--- src/hw/mtm_timer_map.vh ---
// register map, field positions, reset values and encodings of the modulo timer
// Functional notes
// - modulo zero means free-running full wrap
// - modulo write zeroes count, clears overflow
// - modulo register 8-bit rw, resets zero
// - modes stopped, free, modulo; reset stopped
// - running with nonzero modulo is modulo mode
// - reset: stopped, zero, bus clock, divide one
// - clearing halt bit starts the counter
// - four sources: bus, fixed, pin edges
// - source encodings 00 bus to 11 rising
// - source change keeps the count
// - nine divide ratios, 1 to 256
// - divide codes 0-8, others divide 256
// - divide change keeps the count
// - compare values 0 to 255 accepted
// - count up to modulo, then roll zero
// - overflow flag set on modulo-to-zero transition
// - flag clear: read while set, write zero
// - overflow between steps cancels the clear
// - counter reset bit also clears flag
// - counter reset bit write-only, reads zero
// - interrupt when flag and enable set
// - counter register read-only
`ifndef MTM_TIMER_MAP_VH
`define MTM_TIMER_MAP_VH
`define MTM_OFS_STATUS_CTRL  12'h000
`define MTM_OFS_CLOCK_CFG    12'h004
`define MTM_OFS_COUNT        12'h008
`define MTM_OFS_COMPARE      12'h00C
`define MTM_BIT_OVF          7
`define MTM_BIT_IRQ_EN       6
`define MTM_BIT_CNT_RESET    5
`define MTM_BIT_HALT         4
`define MTM_SRC_LSB          4
`define MTM_SRC_MSB          5
`define MTM_DIV_LSB          0
`define MTM_DIV_MSB          3
`define MTM_SRC_BUS          2'h0
`define MTM_SRC_FIXED        2'h1
`define MTM_SRC_PIN_FALL     2'h2
`define MTM_SRC_PIN_RISE     2'h3
`define MTM_DIV_MAX          4'h8
`define MTM_RST_COMPARE      8'h00
`define MTM_RST_COUNT        8'h00
`define MTM_RST_SRC          2'h0
`define MTM_RST_DIV          4'h0
`define MTM_RST_HALT         1'b1
`endif

--- src/hw/mtm_timer.v ---
// 8-bit modulo timer with apb register access
//
// Chosen here: the address map and the APB slave port.
`include "mtm_timer_map.vh"
module mtm_timer (
   input  wire        pclk,
   input  wire        presetn,
   input  wire        psel,
   input  wire        penable,
   input  wire        pwrite,
   input  wire [11:0] paddr,
   input  wire [31:0] pwdata,
   output reg  [31:0] prdata,
   output wire        pready,
   output wire        pslverr,
   input  wire        fixed_freq_clock,
   input  wire        external_count_pin,
   output wire        overflow_irq
);
   reg  [7:0]  compare_limit_reg;
   reg  [7:0]  count_reg;
   reg  [1:0]  source_select_reg;
   reg  [3:0]  divide_select_reg;
   reg         counter_halt_reg;
   reg         overflow_irq_enable_reg;
   reg         overflow_flag_reg;
   reg         clear_armed_reg;
   reg  [7:0]  prescale_reg;
   reg  [2:0]  pin_sync_reg;
   reg  [1:0]  fix_sync_reg;
   reg         src_tick;
   reg         div_tick;
   reg  [7:0]  div_mask;
   wire        access;
   wire        wr;
   wire        rd;
   wire        hit_sc;
   wire        hit_clk;
   wire        hit_cnt;
   wire        hit_cmp;
   wire        wr_sc;
   wire        wr_cmp;
   wire        cnt_reset;
   wire        running;
   wire        at_limit;
   wire        overflow_evt;
   wire        pin_rise;
   wire        pin_fall;
   wire        fix_rise;

   assign access  = psel & penable;
   assign wr      = access & pwrite;
   assign rd      = access & ~pwrite;
   assign pready  = 1'b1;
   assign hit_sc  = (paddr == `MTM_OFS_STATUS_CTRL);
   assign hit_clk = (paddr == `MTM_OFS_CLOCK_CFG);
   assign hit_cnt = (paddr == `MTM_OFS_COUNT);
   assign hit_cmp = (paddr == `MTM_OFS_COMPARE);
   assign pslverr = access & ~(hit_sc | hit_clk | hit_cnt | hit_cmp);
   assign wr_sc   = wr & hit_sc;
   assign wr_cmp  = wr & hit_cmp;
   assign cnt_reset = wr_sc & pwdata[`MTM_BIT_CNT_RESET];

   // pin and fixed clock edge detect on synchronised copies
   always @(posedge pclk or negedge presetn) begin
      if (!presetn) begin
         pin_sync_reg <= 3'h0;
         fix_sync_reg <= 2'h0;
      end else begin
         pin_sync_reg <= {pin_sync_reg[1:0], external_count_pin};
         fix_sync_reg <= {fix_sync_reg[0], fixed_freq_clock};
      end
   end
   assign pin_rise = pin_sync_reg[1] & ~pin_sync_reg[2];
   assign pin_fall = ~pin_sync_reg[1] & pin_sync_reg[2];
   assign fix_rise = fix_sync_reg[0] & ~fix_sync_reg[1];

   always @* begin
      case (source_select_reg)
         `MTM_SRC_BUS:      src_tick = 1'b1;
         `MTM_SRC_FIXED:    src_tick = fix_rise;
         `MTM_SRC_PIN_FALL: src_tick = pin_fall;
         default:           src_tick = pin_rise;
      endcase
   end

   always @* begin
      if (divide_select_reg > `MTM_DIV_MAX)
         div_mask = 8'hFF;
      else
         div_mask = (8'h01 << divide_select_reg) - 8'h01;
   end

   assign running  = ~counter_halt_reg;
   // zero limit matches at all ones, giving the full wrap
   assign at_limit = (compare_limit_reg == 8'h00) ? (count_reg == 8'hFF) :
                     (count_reg == compare_limit_reg);
   always @* begin
      div_tick = running & src_tick & ((prescale_reg & div_mask) == div_mask);
   end
   assign overflow_evt = div_tick & at_limit & ~wr_cmp & ~cnt_reset;

   // prescaler: source or divide changes keep the count
   always @(posedge pclk or negedge presetn) begin
      if (!presetn)
         prescale_reg <= 8'h00;
      else if (wr_cmp | cnt_reset)
         prescale_reg <= 8'h00;
      else if (running & src_tick)
         prescale_reg <= prescale_reg + 8'h01;
   end

   always @(posedge pclk or negedge presetn) begin
      if (!presetn) begin
         count_reg <= `MTM_RST_COUNT;
      end else if (wr_cmp | cnt_reset) begin
         count_reg <= 8'h00;
      end else if (div_tick) begin
         if (at_limit)
            count_reg <= 8'h00;
         else
            count_reg <= count_reg + 8'h01;
      end
   end

   always @(posedge pclk or negedge presetn) begin
      if (!presetn) begin
         compare_limit_reg       <= `MTM_RST_COMPARE;
         source_select_reg       <= `MTM_RST_SRC;
         divide_select_reg       <= `MTM_RST_DIV;
         counter_halt_reg        <= `MTM_RST_HALT;
         overflow_irq_enable_reg <= 1'b0;
      end else begin
         if (wr_cmp)
            compare_limit_reg <= pwdata[7:0];
         if (wr & hit_clk) begin
            source_select_reg <= pwdata[`MTM_SRC_MSB:`MTM_SRC_LSB];
            divide_select_reg <= pwdata[`MTM_DIV_MSB:`MTM_DIV_LSB];
         end
         if (wr_sc) begin
            counter_halt_reg        <= pwdata[`MTM_BIT_HALT];
            overflow_irq_enable_reg <= pwdata[`MTM_BIT_IRQ_EN];
         end
      end
   end

   // two-step flag clear; a new overflow disarms and wins
   always @(posedge pclk or negedge presetn) begin
      if (!presetn) begin
         overflow_flag_reg <= 1'b0;
         clear_armed_reg   <= 1'b0;
      end else begin
         if (overflow_evt) begin
            overflow_flag_reg <= 1'b1;
            clear_armed_reg   <= 1'b0;
         end else if (wr_cmp | cnt_reset) begin
            overflow_flag_reg <= 1'b0;
            clear_armed_reg   <= 1'b0;
         end else if (wr_sc) begin
            if (clear_armed_reg & ~pwdata[`MTM_BIT_OVF])
               overflow_flag_reg <= 1'b0;
            clear_armed_reg <= 1'b0;
         end else if (rd & hit_sc & overflow_flag_reg) begin
            clear_armed_reg <= 1'b1;
         end
      end
   end

   assign overflow_irq = overflow_flag_reg & overflow_irq_enable_reg;

   always @* begin
      prdata = 32'h00000000;
      if (hit_sc) begin
         prdata[`MTM_BIT_OVF]    = overflow_flag_reg;
         prdata[`MTM_BIT_IRQ_EN] = overflow_irq_enable_reg;
         prdata[`MTM_BIT_HALT]   = counter_halt_reg;
      end else if (hit_clk) begin
         prdata[`MTM_SRC_MSB:`MTM_SRC_LSB] = source_select_reg;
         prdata[`MTM_DIV_MSB:`MTM_DIV_LSB] = divide_select_reg;
      end else if (hit_cnt) begin
         prdata[7:0] = count_reg;
      end else if (hit_cmp) begin
         prdata[7:0] = compare_limit_reg;
      end
   end
endmodule // mtm_timer

--- config.mk ---
export PLATFORM = sky130hd
export DESIGN_NAME = mtm_timer
export DESIGN_NICKNAME = d
export VERILOG_FILES = /design/src/hw/mtm_timer.v
export VERILOG_INCLUDE_DIRS = /design/src /design/src/hw
export SDC_FILE = /design/constraint.sdc
export NUM_CORES = 1
export LEC_CHECK = 0
export BUFFER_PORTS_ARGS = -buffer_cell sky130_fd_sc_hd__buf_2
export CAP_MARGIN = 10
export CORE_ASPECT_RATIO = 0.5
export CORE_MARGIN = 2
export CORE_UTILIZATION = 52
export CTS_BUF_LIST = sky130_fd_sc_hd__clkbuf_8
export CTS_CLUSTER_DIAMETER = 120
export CTS_CLUSTER_SIZE = 30
export DETAILED_ROUTE_END_ITERATION = 7
export GPL_TIMING_DRIVEN = 0
export HOLD_SLACK_MARGIN = 0.15
export PLACE_DENSITY = 0.83
export SKIP_LAST_GASP = 1
export SLEW_MARGIN = 40
export SYNTH_ARGS = -nofsm -noshare
export SYNTH_HDL_FRONTEND = slang
export SYNTH_SLANG_ARGS = --single-unit
--- constraint.sdc ---
create_clock -name pclk -period 3.5 [get_ports pclk]
set_input_delay 0.525 -clock pclk [delete_from_list [all_inputs] [get_ports pclk]]
set_output_delay 0.525 -clock pclk [all_outputs]
set_load 0.005 [all_outputs]
# Word-level counts from Yosys, hierarchy flattened
# Index checks and enable logic that the tools add are counted.
# W data, S select, Z words.
# totals
latchBits,0
register_bits,39
input_bits,51
mem_bits_rw,0
wordCells,91
output_inout_bits,35
n_memories,0
rom_bits,0
# op_classes
order_cmp,1
n_div,0
mux,24
n_mul,0
shift,1
n_addsub,3
n_eq_ne,8
n_reduce_logical,9
bitwise,34
# ops
cell,count
$mux W8,8
$eq A12 B4 Y1 const B,2
$and A1 B1 Y1,20
$add A8 B1 Y8 const B,2
$eq A8 B8 Y1,2
$eq A12 B3 Y1 const B,1
$logic_not A12 Y1,1
$mux W1,11
$not A1 Y1,9
$and A8 B8 Y8,1
$eq A8 B8 Y1 const B,1
$logic_not A8 Y1,1
$shl A1 B4 Y8 const A,1
$sub A8 B1 Y8 const B,1
$mux W6,1
$reduce_bool A3 Y1,2
$gt A4 B4 Y1 const B,1
$mux W2,2
$mux W4,1
$or A1 B1 Y1,4
$reduce_bool A2 Y1,2
$reduce_bool A4 Y1,1
$pmux W1 S3,1
$eq A2 B1 Y1 const B,1
3 further kinds,3

# Longest topological paths before layout
# Gate-level depths: netlist of the first run.
# depth
word_depth,11
mapped_depth,12
depth_no_buf,9

# Worst setup path after synthesis of the first run
# Ideal clock, no wire load.
# synth_timing
path_type,register -> register
start,reg divide_select_reg[1]
end,reg count_reg[7]
setup_time_ns,0.073
required_ns,3.427
arrival_ns,3.120
synth_period_minus_slack_ns,3.193
path_slack_ns,0.307
stages_incl_launch_ff,10
path_buffers,2
path_cell_list,dfrtp_1 buf_2 or4_2 ha_1 a21oi_1 or3_1 or4_1 buf_2 or4_4 a21oi_2
# synth_via
elab_chain_len,7
elab_cells_between_ends,8
classes_between,1 x add/sub; 1 x order compare; 1 x eq/ne; 1 x shift; 1 x mux; 2 x bitwise; 1 x reduce/logical
# synth_lines
element,line_no,rtl
"start, declared",mtm_timer.v:23,reg [3:0] divide_select_reg;
"start signal, assigned",mtm_timer.v:130,divide_select_reg <= `MTM_RST_DIV;
"start signal, assigned",mtm_timer.v:138,divide_select_reg <= pwdata[`MTM_DIV_MSB:`MTM_DIV_LSB];
$shl A1 B4 Y8,mtm_timer.v:91,div_mask = (8'h01 << divide_select_reg) - 8'h01;
$sub A8 B1 Y8,mtm_timer.v:91,
$mux W8 (*),mtm_timer.v:88,if (divide_select_reg > `MTM_DIV_MAX)
$and A8 B8 Y8,mtm_timer.v:99,div_tick = running & src_tick & ((prescale_reg & div_mask) == div_mask);
$eq A8 B8 Y1 (*),mtm_timer.v:99,
$and A1 B1 Y1 (*),mtm_timer.v:99,
$reduce_bool A2 Y1 (no line) (*),--,
"end signal, assigned",mtm_timer.v:115,count_reg <= `MTM_RST_COUNT;
"end signal, assigned",mtm_timer.v:122,count_reg <= count_reg + 8'h01;
"end, declared",mtm_timer.v:21,reg [7:0] count_reg;
# Mark *: on every way between the ends. The rest lies on a longest branch, timed or not.
# A chain may end at the register's enable or synchronous reset.

# Worst setup path in the final report of the first run
# Same ends and word-level chain as after synthesis.

==> impl_metrics.ini, run 1 <==
[run_status]
status = completed

[timing]
rsz0062_at_grt = false
slew_viol_final = 0
worstMarginPinSlew_ns = 0.788
fin_setup_tns_ns = 0
setup_viol_count_final = 0
setup_slack_ns = 0.0809
skew_ns = 0.00726
hold_viol = 0
holdWs_ns = 0.192
maxSlewHeadroom_pct = 47.5
fmax_mhz = 292
min_period_ns = 3.42
fin_crit_sh_pct = 97.7

[setup_path]
critPathKind = reg2reg
startpoint = divide_select_reg[1]
crit_chain = clkbuf_4 -> or4_2 -> ha_2 -> a21oi_1 -> or3_1 -> or4_4 -> buf_4 -> or4_4 -> a21oi_2
max_stage_delay_ns = 0.66
worstSetupEndpointType = flop
critPathLaunchType = flop
critPathSlowestCell = or4_2
crit_fanout = 10
crit_arrival_ns = 3.64
crit_required_ns = 3.72
reg2reg_from = divide_select_reg[1]
worst_path_most_repeated_cell = or4_4

[clocking]
clock_latency_ns = 0.29
clockRootBuffer = clkbuf_8
cts_tree = done
htreeDepth = 2
clk_pin_slew_ns = 0.08
clock-sinks = 39
ctsHoldBuffers = 0
tritoncts.num_buffers = 5
clock_path_buffers = 2

[detailed_routing]
drt_wl_total_mm = 5.81
drc = 0
first_pass_iters = 4
wl_per_cell_um = 14.7
drtAntennaViolNets = 0
vias_per_cell = 5.42
drtIter0Drc = 87
vias = 2142

[global_routing]
antenna_found_initial = 0
grt_first_pass_wirelength_mm = 9.43
grt_remaining_overflow = 0
grt_pass1_vias = 2099
track_usage_pct = 22.9
grt_max_degree = 40

[final_layout]
mostFrequentLayoutCells = dfrtp_1, buf_2, buf_4
antennaDiodeCount = 0
area_delta_synth_final_pct = 20.2
final_common_cell = dfrtp_1
layout-drive-gt1-share_pct = 35.0
fillCellCount = 361
nNetsFinal = 382

[place]
gp_congestion = 0.876
io_buffers = 36
dpl.hpwl_mm = 4.25
pre_cts_ws_ns = 0.0464

[logic_synthesis]
postSynthAreaPerCell_sq_um = 9.67
synth_edf_count = 0
async_flop_share_pct = 100
ys_seq_area_share_pct = 39.0
synth.distinct_cells = 52
synth_flop_cell = dfrtp_1
syn_area_sq_um = 2500
ys_ff_latch = 39
syn_inst = 259
yosys_warnings = 0

[job]
timing.max_cap.violations = 0

[floorplanning]
dieArea_sq_um = 5420
die_x_um = 102
chipHeight_um = 53.1
io_pins = 86
row_count = 17
initial_core_util_pct = 55.5
core_area_sq_um = 4510

[power_and_ir_drop]
p_leak_uw = 0.00142
powerDensity_nw_per_um2 = 445
vdd_drop_max_uv = 334

[worst_hold_path]
hp-class = in2async
-- logic make-up after synthesis --
group / count (synthesis) / synth area share, %
other: 2 / 0.300
DFF: 39 / 39.0
buffers and inverters: 38 / 10.2
adders and majority gates: 3 / 1.50
xor gates and xnor gates: 11 / 3.85
muxes: 26 / 12.0
AOI/OAI and AO/OA: 46 / 13.2
and+or+nand+nor: 94 / 20.0
-- metal layers --
| metal | GRT usage, % | wire, um | vias to the layer above |
|---|---|---|---|
| met1 | 25.8 | 2370 | 1016 |
| met5 | 0 | 0 | - |
| met2 | 41.9 | 2980 | 86 |
| met3 | 5.94 | 336 | 15 |
| li1 | - | - | 1025 |
| met4 | 10.2 | 126 | 0 |
-- final timing paths --
| path | end | slack, ns | depth (start not counted) |
|---|---|---|---|
| max in group asynchronous | counter_halt_reg | 2.94 | 1 |
| setup reg to reg | count_reg[7] | 0.08 | 9 |
| setup / recovery | count_reg[7] | 0.08 | 9 |
| hold / removal | compare_limit_reg[6] | 0.19 | 1 |
| min in group pclk | fix_sync_reg[0] | 0.35 | 1 |
| hold reg to reg | pin_sync_reg[1] | 0.36 | 0 |
-- layout make-up --
class / count / area, sq um / area share, %
plain buffers: 34 / 245 / 8.14
multi-input cells: 205 / 1370 / 45.3
flip-flops and latches: 39 / 977 / 32.4
well taps: 66 / 82.6 / 2.74
inverters: 3 / 11.3 / 0.374
clock inverters: 2 / 35.0 / 1.16
clock buffers: 6 / 82.6 / 2.74
repair buffers: 40 / 213 / 7.06
-- stage by stage --
step                std cells  power, uW  instance area (sq um)  util [%]
detailed placement        384        946                   2860      63.3
CTS                       392       1340                   2980      66.0
global placement          384        922                   2850      63.3
floorplan                 282        844                   2590         -
finish                    395       1340                   3010      66.8
global route              395       1420                   3010      66.8
-- where the power goes --
group | internal (uW) | switching, uW | leakage, uW
sequential | 530 | 129 | 0.000489
clock | 231 | 158 | 0.0000612
combinational | 151 | 142 | 0.000869
-- synthesized netlist by cell type (2+ instances only) --
cell	count	area share, %
xnor2_1	6	2.1
buf_2	3	0.60
xor2_1	5	1.7
nor2b_1	2	0.50
buf_4	25	7.5
nand2b_1	4	1.0
o31ai_4	2	1.7
and3_1	3	0.75
nor3_1	6	1.2
and2_1	3	0.75
dfrtp_1	38	38
buf_6	2	0.90
a21boi_0	2	0.60
a21oi_1	11	2.2
mux2i_1	3	1.2
nand2_1	13	1.9
ha_1	3	1.5
o21ai_0	9	1.8
or3_1	5	1.2
nand3_1	8	1.6
or3_2	3	0.90
a22oi_1	7	2.1
a31oi_1	3	0.75
nor4_1	5	1.2
mux2_2	22	9.9
nand4_1	5	1.2
inv_1	3	0.45
clkbuf_1	5	0.75
nand3b_1	4	1.2
conb_1	2	0.30
nor2_1	25	3.7
a211oi_1	2	0.60
-- what timing repair did --
action / CTS / global route
cloned: 0 / 0
setup endpoints to repair: 2 / 10
setup buffers: 0 / 4
resized for setup: 1 / 4
pin swaps: 1 / 1
-- critical path, delay by kind of cell (launching register included) --
kind	cells	cell delay (ns)
adders and majority gates	1	0.33
AOI/OAI and AO/OA	2	0.20
DFF	1	0.38
and+or+nand+nor	4	2.04
buffers and inverters	2	0.38
(Power assumes the default switching activity.)
==> inputs of run 2 (changes only) <==
--- a/config.mk
+++ b/config.mk
@@ -6,18 +6,19 @@
 export SDC_FILE = /design/constraint.sdc
 export NUM_CORES = 1
 export LEC_CHECK = 0
+export ABC_CLOCK_PERIOD_IN_PS = 3500
 export BUFFER_PORTS_ARGS = -buffer_cell sky130_fd_sc_hd__buf_2
 export CAP_MARGIN = 10
 export CORE_ASPECT_RATIO = 0.5
 export CORE_MARGIN = 2
-export CORE_UTILIZATION = 52
+export CORE_UTILIZATION = 45
 export CTS_BUF_LIST = sky130_fd_sc_hd__clkbuf_8
 export CTS_CLUSTER_DIAMETER = 120
 export CTS_CLUSTER_SIZE = 30
 export DETAILED_ROUTE_END_ITERATION = 7
 export GPL_TIMING_DRIVEN = 0
-export HOLD_SLACK_MARGIN = 0.15
-export PLACE_DENSITY = 0.83
+export HOLD_SLACK_MARGIN = 0.12
+export PLACE_DENSITY = 0.74
 export SKIP_LAST_GASP = 1
 export SLEW_MARGIN = 40
 export SYNTH_ARGS = -nofsm -noshare
==> impl_metrics.ini, run 2 (synthesis results as in run 1) <==
[timing]
holdWs_ns = 0.148
hold_viol = 0
min_period_ns = 3.41
worstMarginPinSlew_ns = 0.765
setup_viol_count_final = 0
setup_slack_ns = 0.0891
fin_crit_sh_pct = 97.5
fmax_mhz = 293
skew_ns = 0.00436
fin_setup_tns_ns = 0
rsz0062_at_grt = false
slew_viol_final = 0
maxSlewHeadroom_pct = 48.8

[detailed_routing]
vias_per_cell = 5.14
drtAntennaViolNets = 0
drt_wl_total_mm = 5.37
drtIter0Drc = 62
wl_per_cell_um = 13.4
drc = 0
vias = 2062
first_pass_iters = 4

[floorplanning]
initial_core_util_pct = 46.2
row_count = 19
chipHeight_um = 56.8
core_area_sq_um = 5420
dieArea_sq_um = 6220
die_x_um = 110
io_pins = 86

[setup_path]
worst_path_most_repeated_cell = buf_4
crit_fanout = 10
critPathKind = reg2reg
critPathLaunchType = flop
critPathSlowestCell = or4_2
crit_arrival_ns = 3.63
crit_required_ns = 3.72
critPathBufInv = 2
critPathTopFamily = simple AND/OR/NAND/NOR gates
worstSetupEndpointType = flop
crit_chain = buf_4 -> or4_2 -> ha_2 -> a21oi_1 -> or3_1 -> or4_1 -> buf_4 -> or4_4 -> a21oi_2
max_stage_delay_ns = 0.65

[final_layout]
stdcell_count = 401
fillCellCount = 468
antennaDiodeCount = 0
area_delta_synth_final_pct = 20.1
final_common_cell = dfrtp_1
layout-drive-gt1-share_pct = 34.8
nNetsFinal = 381
mostFrequentLayoutCells = dfrtp_1, buf_2, buf_4

[power_and_ir_drop]
power_uw = 1230
vdd_drop_max_uv = 276
p_leak_uw = 0.00141
powerDensity_nw_per_um2 = 410

[place]
pre_cts_ws_ns = 0.0872
gp_congestion = 0.841
io_buffers = 36
dpl.hpwl_mm = 4.08
dp.cells = 392

[clocking]
tritoncts.num_buffers = 5
clk_pin_slew_ns = 0.08
clock-sinks = 39
htreeDepth = 2
clock_path_buffers = 2
cts_tree = done
clock_latency_ns = 0.29
ctsHoldBuffers = 0
clockRootBuffer = clkbuf_8

[global_routing]
antenna_found_initial = 0
grt_pass1_vias = 1993
grt_remaining_overflow = 0
track_usage_pct = 18.6
grt_first_pass_wirelength_mm = 9.11
grt_max_degree = 26

[job]
timing.max_cap.violations = 0

[worst_hold_path]
hp-class = in2async

[run_status]
status = completed
[run 2: metal layers]
metal / share of wire, % / track usage [%] / vias up / wire [um]
met3: 4.5 / 3.14 / 5 / 242
met1: 46 / 23.6 / 981 / 2450
li1: - / - / 1021 / -
met2: 49 / 33.2 / 55 / 2640
met5: 0 / 0 / - / 0
met4: 0.60 / 4.34 / 0 / 32
[run 2: per-stage QoR]
stage	area, sq um	util (%)
6_report	3010	55.5
2_1_floorplan	2590	-
5_1_grt	3010	55.5
3_3_place_gp	2860	52.8
4_1_cts	2970	54.9
3_5_place_dp	2890	53.3
[run 2: what timing repair did]
item                                    4_1_cts  5_1_grt
buffers inserted                              0        2
gates resized for setup                       0        5
endpoints found under the setup margin        0        9
endpoints found under the hold margin         0        0
[run 2: worst paths after layout]
check,from,endpoint,slack [ns],depth (start not counted)
min in group pclk,external_count_pin,pin_sync_reg[0],0.34,1
max,divide_select_reg[1],count_reg[7],0.09,9
min,presetn,prescale_reg[0],0.15,1
min reg2reg,pin_sync_reg[0],pin_sync_reg[1],0.36,0
max reg2reg,divide_select_reg[1],count_reg[7],0.09,9
max in group asynchronous,presetn,counter_halt_reg,2.83,2
[run 2: final cells by class]
| cell class | instances | area, sq um | share of cell area, % |
|---|---|---|---|
| Buffer | 34 | 245 | 8.15 |
| Clock buffer | 5 | 68.8 | 2.29 |
| Clock inverter | 3 | 15.0 | 0.499 |
| Inverter | 3 | 11.3 | 0.374 |
| Multi-Input combinational cell | 205 | 1370 | 45.4 |
| Sequential cell | 39 | 977 | 32.5 |
| Tap cell | 73 | 91.3 | 3.04 |
| Timing Repair Buffer | 39 | 235 | 7.82 |
[run 2: where the power goes]
part / internal [uW] / leakage, uW / switching (uW)
Clock: 136 / 0.0000477 / 157
Sequential: 530 / 0.000489 / 123
Combinational: 153 / 0.000871 / 136
Total: 820 / 0.00141 / 415
==> inputs of run 3 (changes only) <==
--- a/config.mk
+++ b/config.mk
@@ -6,7 +6,7 @@
 export SDC_FILE = /design/constraint.sdc
 export NUM_CORES = 1
 export LEC_CHECK = 0
-export ABC_CLOCK_PERIOD_IN_PS = 3500
+export ABC_CLOCK_PERIOD_IN_PS = 4190
 export BUFFER_PORTS_ARGS = -buffer_cell sky130_fd_sc_hd__buf_2
 export CAP_MARGIN = 10
 export CORE_ASPECT_RATIO = 0.5
@@ -19,6 +19,7 @@
 export GPL_TIMING_DRIVEN = 0
 export HOLD_SLACK_MARGIN = 0.12
 export PLACE_DENSITY = 0.74
+export RECOVER_POWER = 100
 export SKIP_LAST_GASP = 1
 export SLEW_MARGIN = 40
 export SYNTH_ARGS = -nofsm -noshare
==> constraint.sdc (replaced) <==
create_clock -name pclk -period 4.19 [get_ports pclk]
set_input_delay 0.6285 -clock pclk [delete_from_list [all_inputs] [get_ports pclk]]
set_output_delay 0.6285 -clock pclk [all_outputs]
set_load 0.005 [all_outputs]
==> impl_metrics.ini, run 3 (synthesis results as in run 1) <==
[run_status]
status = completed

[final_layout]
area_delta_synth_final_pct = 16.9
multi_input_area_sq_um = 1360
regArea_sq_um = 977
nNetsFinal = 380
layout-drive-gt1-share_pct = 29.7
antennaDiodeCount = 0
fillCellCount = 486
final_common_cell = dfrtp_1
mostFrequentLayoutCells = dfrtp_1, buf_2, nor2_1, buf_4, conb_1

[detailed_routing]
drtAntennaViolNets = 0
drtIter0Drc = 82
vias_per_cell = 5.17
drc = 0
wl_per_cell_um = 13.4
first_pass_iters = 4
drt_wl_total_mm = 5.35
vias = 2066

[setup_path]
worstSetupEndpointType = flop
critPathLaunchType = flop
crit_fanout = 10
crit_required_ns = 4.41
critPathKind = reg2reg
crit_arrival_ns = 3.93

[global_routing]
track_usage_pct = 18.6
antenna_found_initial = 0
grt_max_degree = 26
grt_remaining_overflow = 0
grt_first_pass_wirelength_mm = 9.11
grt_pass1_vias = 1993

[timing]
hold_viol = 0
min_period_ns = 3.71
setup_viol_count_final = 0
skew_ns = 0.00759
worstMarginPinSlew_ns = 1.34
fmax_mhz = 270
fin_crit_sh_pct = 88.5
rsz0062_at_grt = false
holdWs_ns = 0.364
fin_setup_tns_ns = 0
slew_viol_final = 0
maxSlewHeadroom_pct = 10.9

[floorplanning]
die_x_um = 110
core_area_sq_um = 5420
row_count = 19
dieArea_sq_um = 6220
initial_core_util_pct = 46.2
chipHeight_um = 56.8
io_pins = 86

[job]
timing.max_cap.violations = 0

[power_and_ir_drop]
p_leak_uw = 0.00133
vdd_drop_max_uv = 230
powerDensity_nw_per_um2 = 351

[clocking]
ctsHoldBuffers = 0
clockRootBuffer = clkbuf_8
clock_latency_ns = 0.29
htreeDepth = 2
cts_setup_buffers = 0
clk_pin_slew_ns = 0.08
tritoncts.num_buffers = 5
cts_resized = 0
clock_path_buffers = 2
clock-sinks = 39
cts_tree = done

[place]
dpl.hpwl_mm = 4.08
gp_congestion = 0.841
io_buffers = 36

[worst_hold_path]
hp-class = reg2reg
-- run 3: worst max-delay path: stages, from the launching register on --
cell      delay, ns
dfrtp_1        0.41
clkbuf_1       0.23
or4_2          0.69
ha_1           0.29
nand2b_1       0.18
a21oi_1        0.16
a211oi_1       0.09
or4_1          0.56
clkbuf_1       0.24
clkbuf_1       0.27
or3_1          0.39
a21oi_1        0.14
-- run 3: power by group --
part           total, uW  internal, uW  leakage, uW  switching (uW)
Combinational        237           124     0.000797             113
Sequential           545           443     0.000489             102
Clock                248           114    0.0000477             134
-- run 3: layer usage --
metal | vias to the layer above | routed length [um] | GRT usage (%)
met4 | 0 | 63 | 4.34
met1 | 976 | 2400 | 23.6
met2 | 66 | 2620 | 33.2
li1 | 1016 | - | -
met3 | 8 | 271 | 3.14
met5 | - | 0 | 0
-- run 3: area by class of cell --
| type | count | area share [%] |
|---|---|---|
| Multi-Input combinational cell | 205 | 46.4 |
| Sequential cell | 39 | 33.4 |
| Buffer | 35 | 7.99 |
| Timing Repair Buffer | 37 | 5.89 |
| Tap cell | 73 | 3.12 |
| Clock buffer | 5 | 2.35 |
| Clock inverter | 3 | 0.513 |
| Inverter | 3 | 0.384 |
-- run 3: worst paths after layout --
check / from / to / slack, ns / cells after the start
max: divide_select_reg[1] / count_reg[6] / 0.48 / 11
min: pin_sync_reg[0] / pin_sync_reg[1] / 0.36 / 0
max reg2reg: divide_select_reg[1] / count_reg[6] / 0.48 / 11
min reg2reg: pin_sync_reg[0] / pin_sync_reg[1] / 0.36 / 0
max in group asynchronous: presetn / compare_limit_reg[4] / 2.12 / 2
min in group asynchronous: presetn / prescale_reg[0] / 0.38 / 1
-- run 3: stage by stage --
step / cell area, sq um / setup slack [ns] / util [%] / power, uW / cells
floorplan: 2590 / 0.997 / - / 705 / 282
global placement: 2860 / 0.792 / 52.8 / 771 / 391
detailed placement: 2890 / 0.777 / 53.3 / 790 / 392
CTS: 2970 / 0.752 / 54.9 / 1040 / 400
global route: 2930 / 0.329 / 54.0 / 1110 / 400
finish: 2930 / 0.482 / 54.0 / 1030 / 400
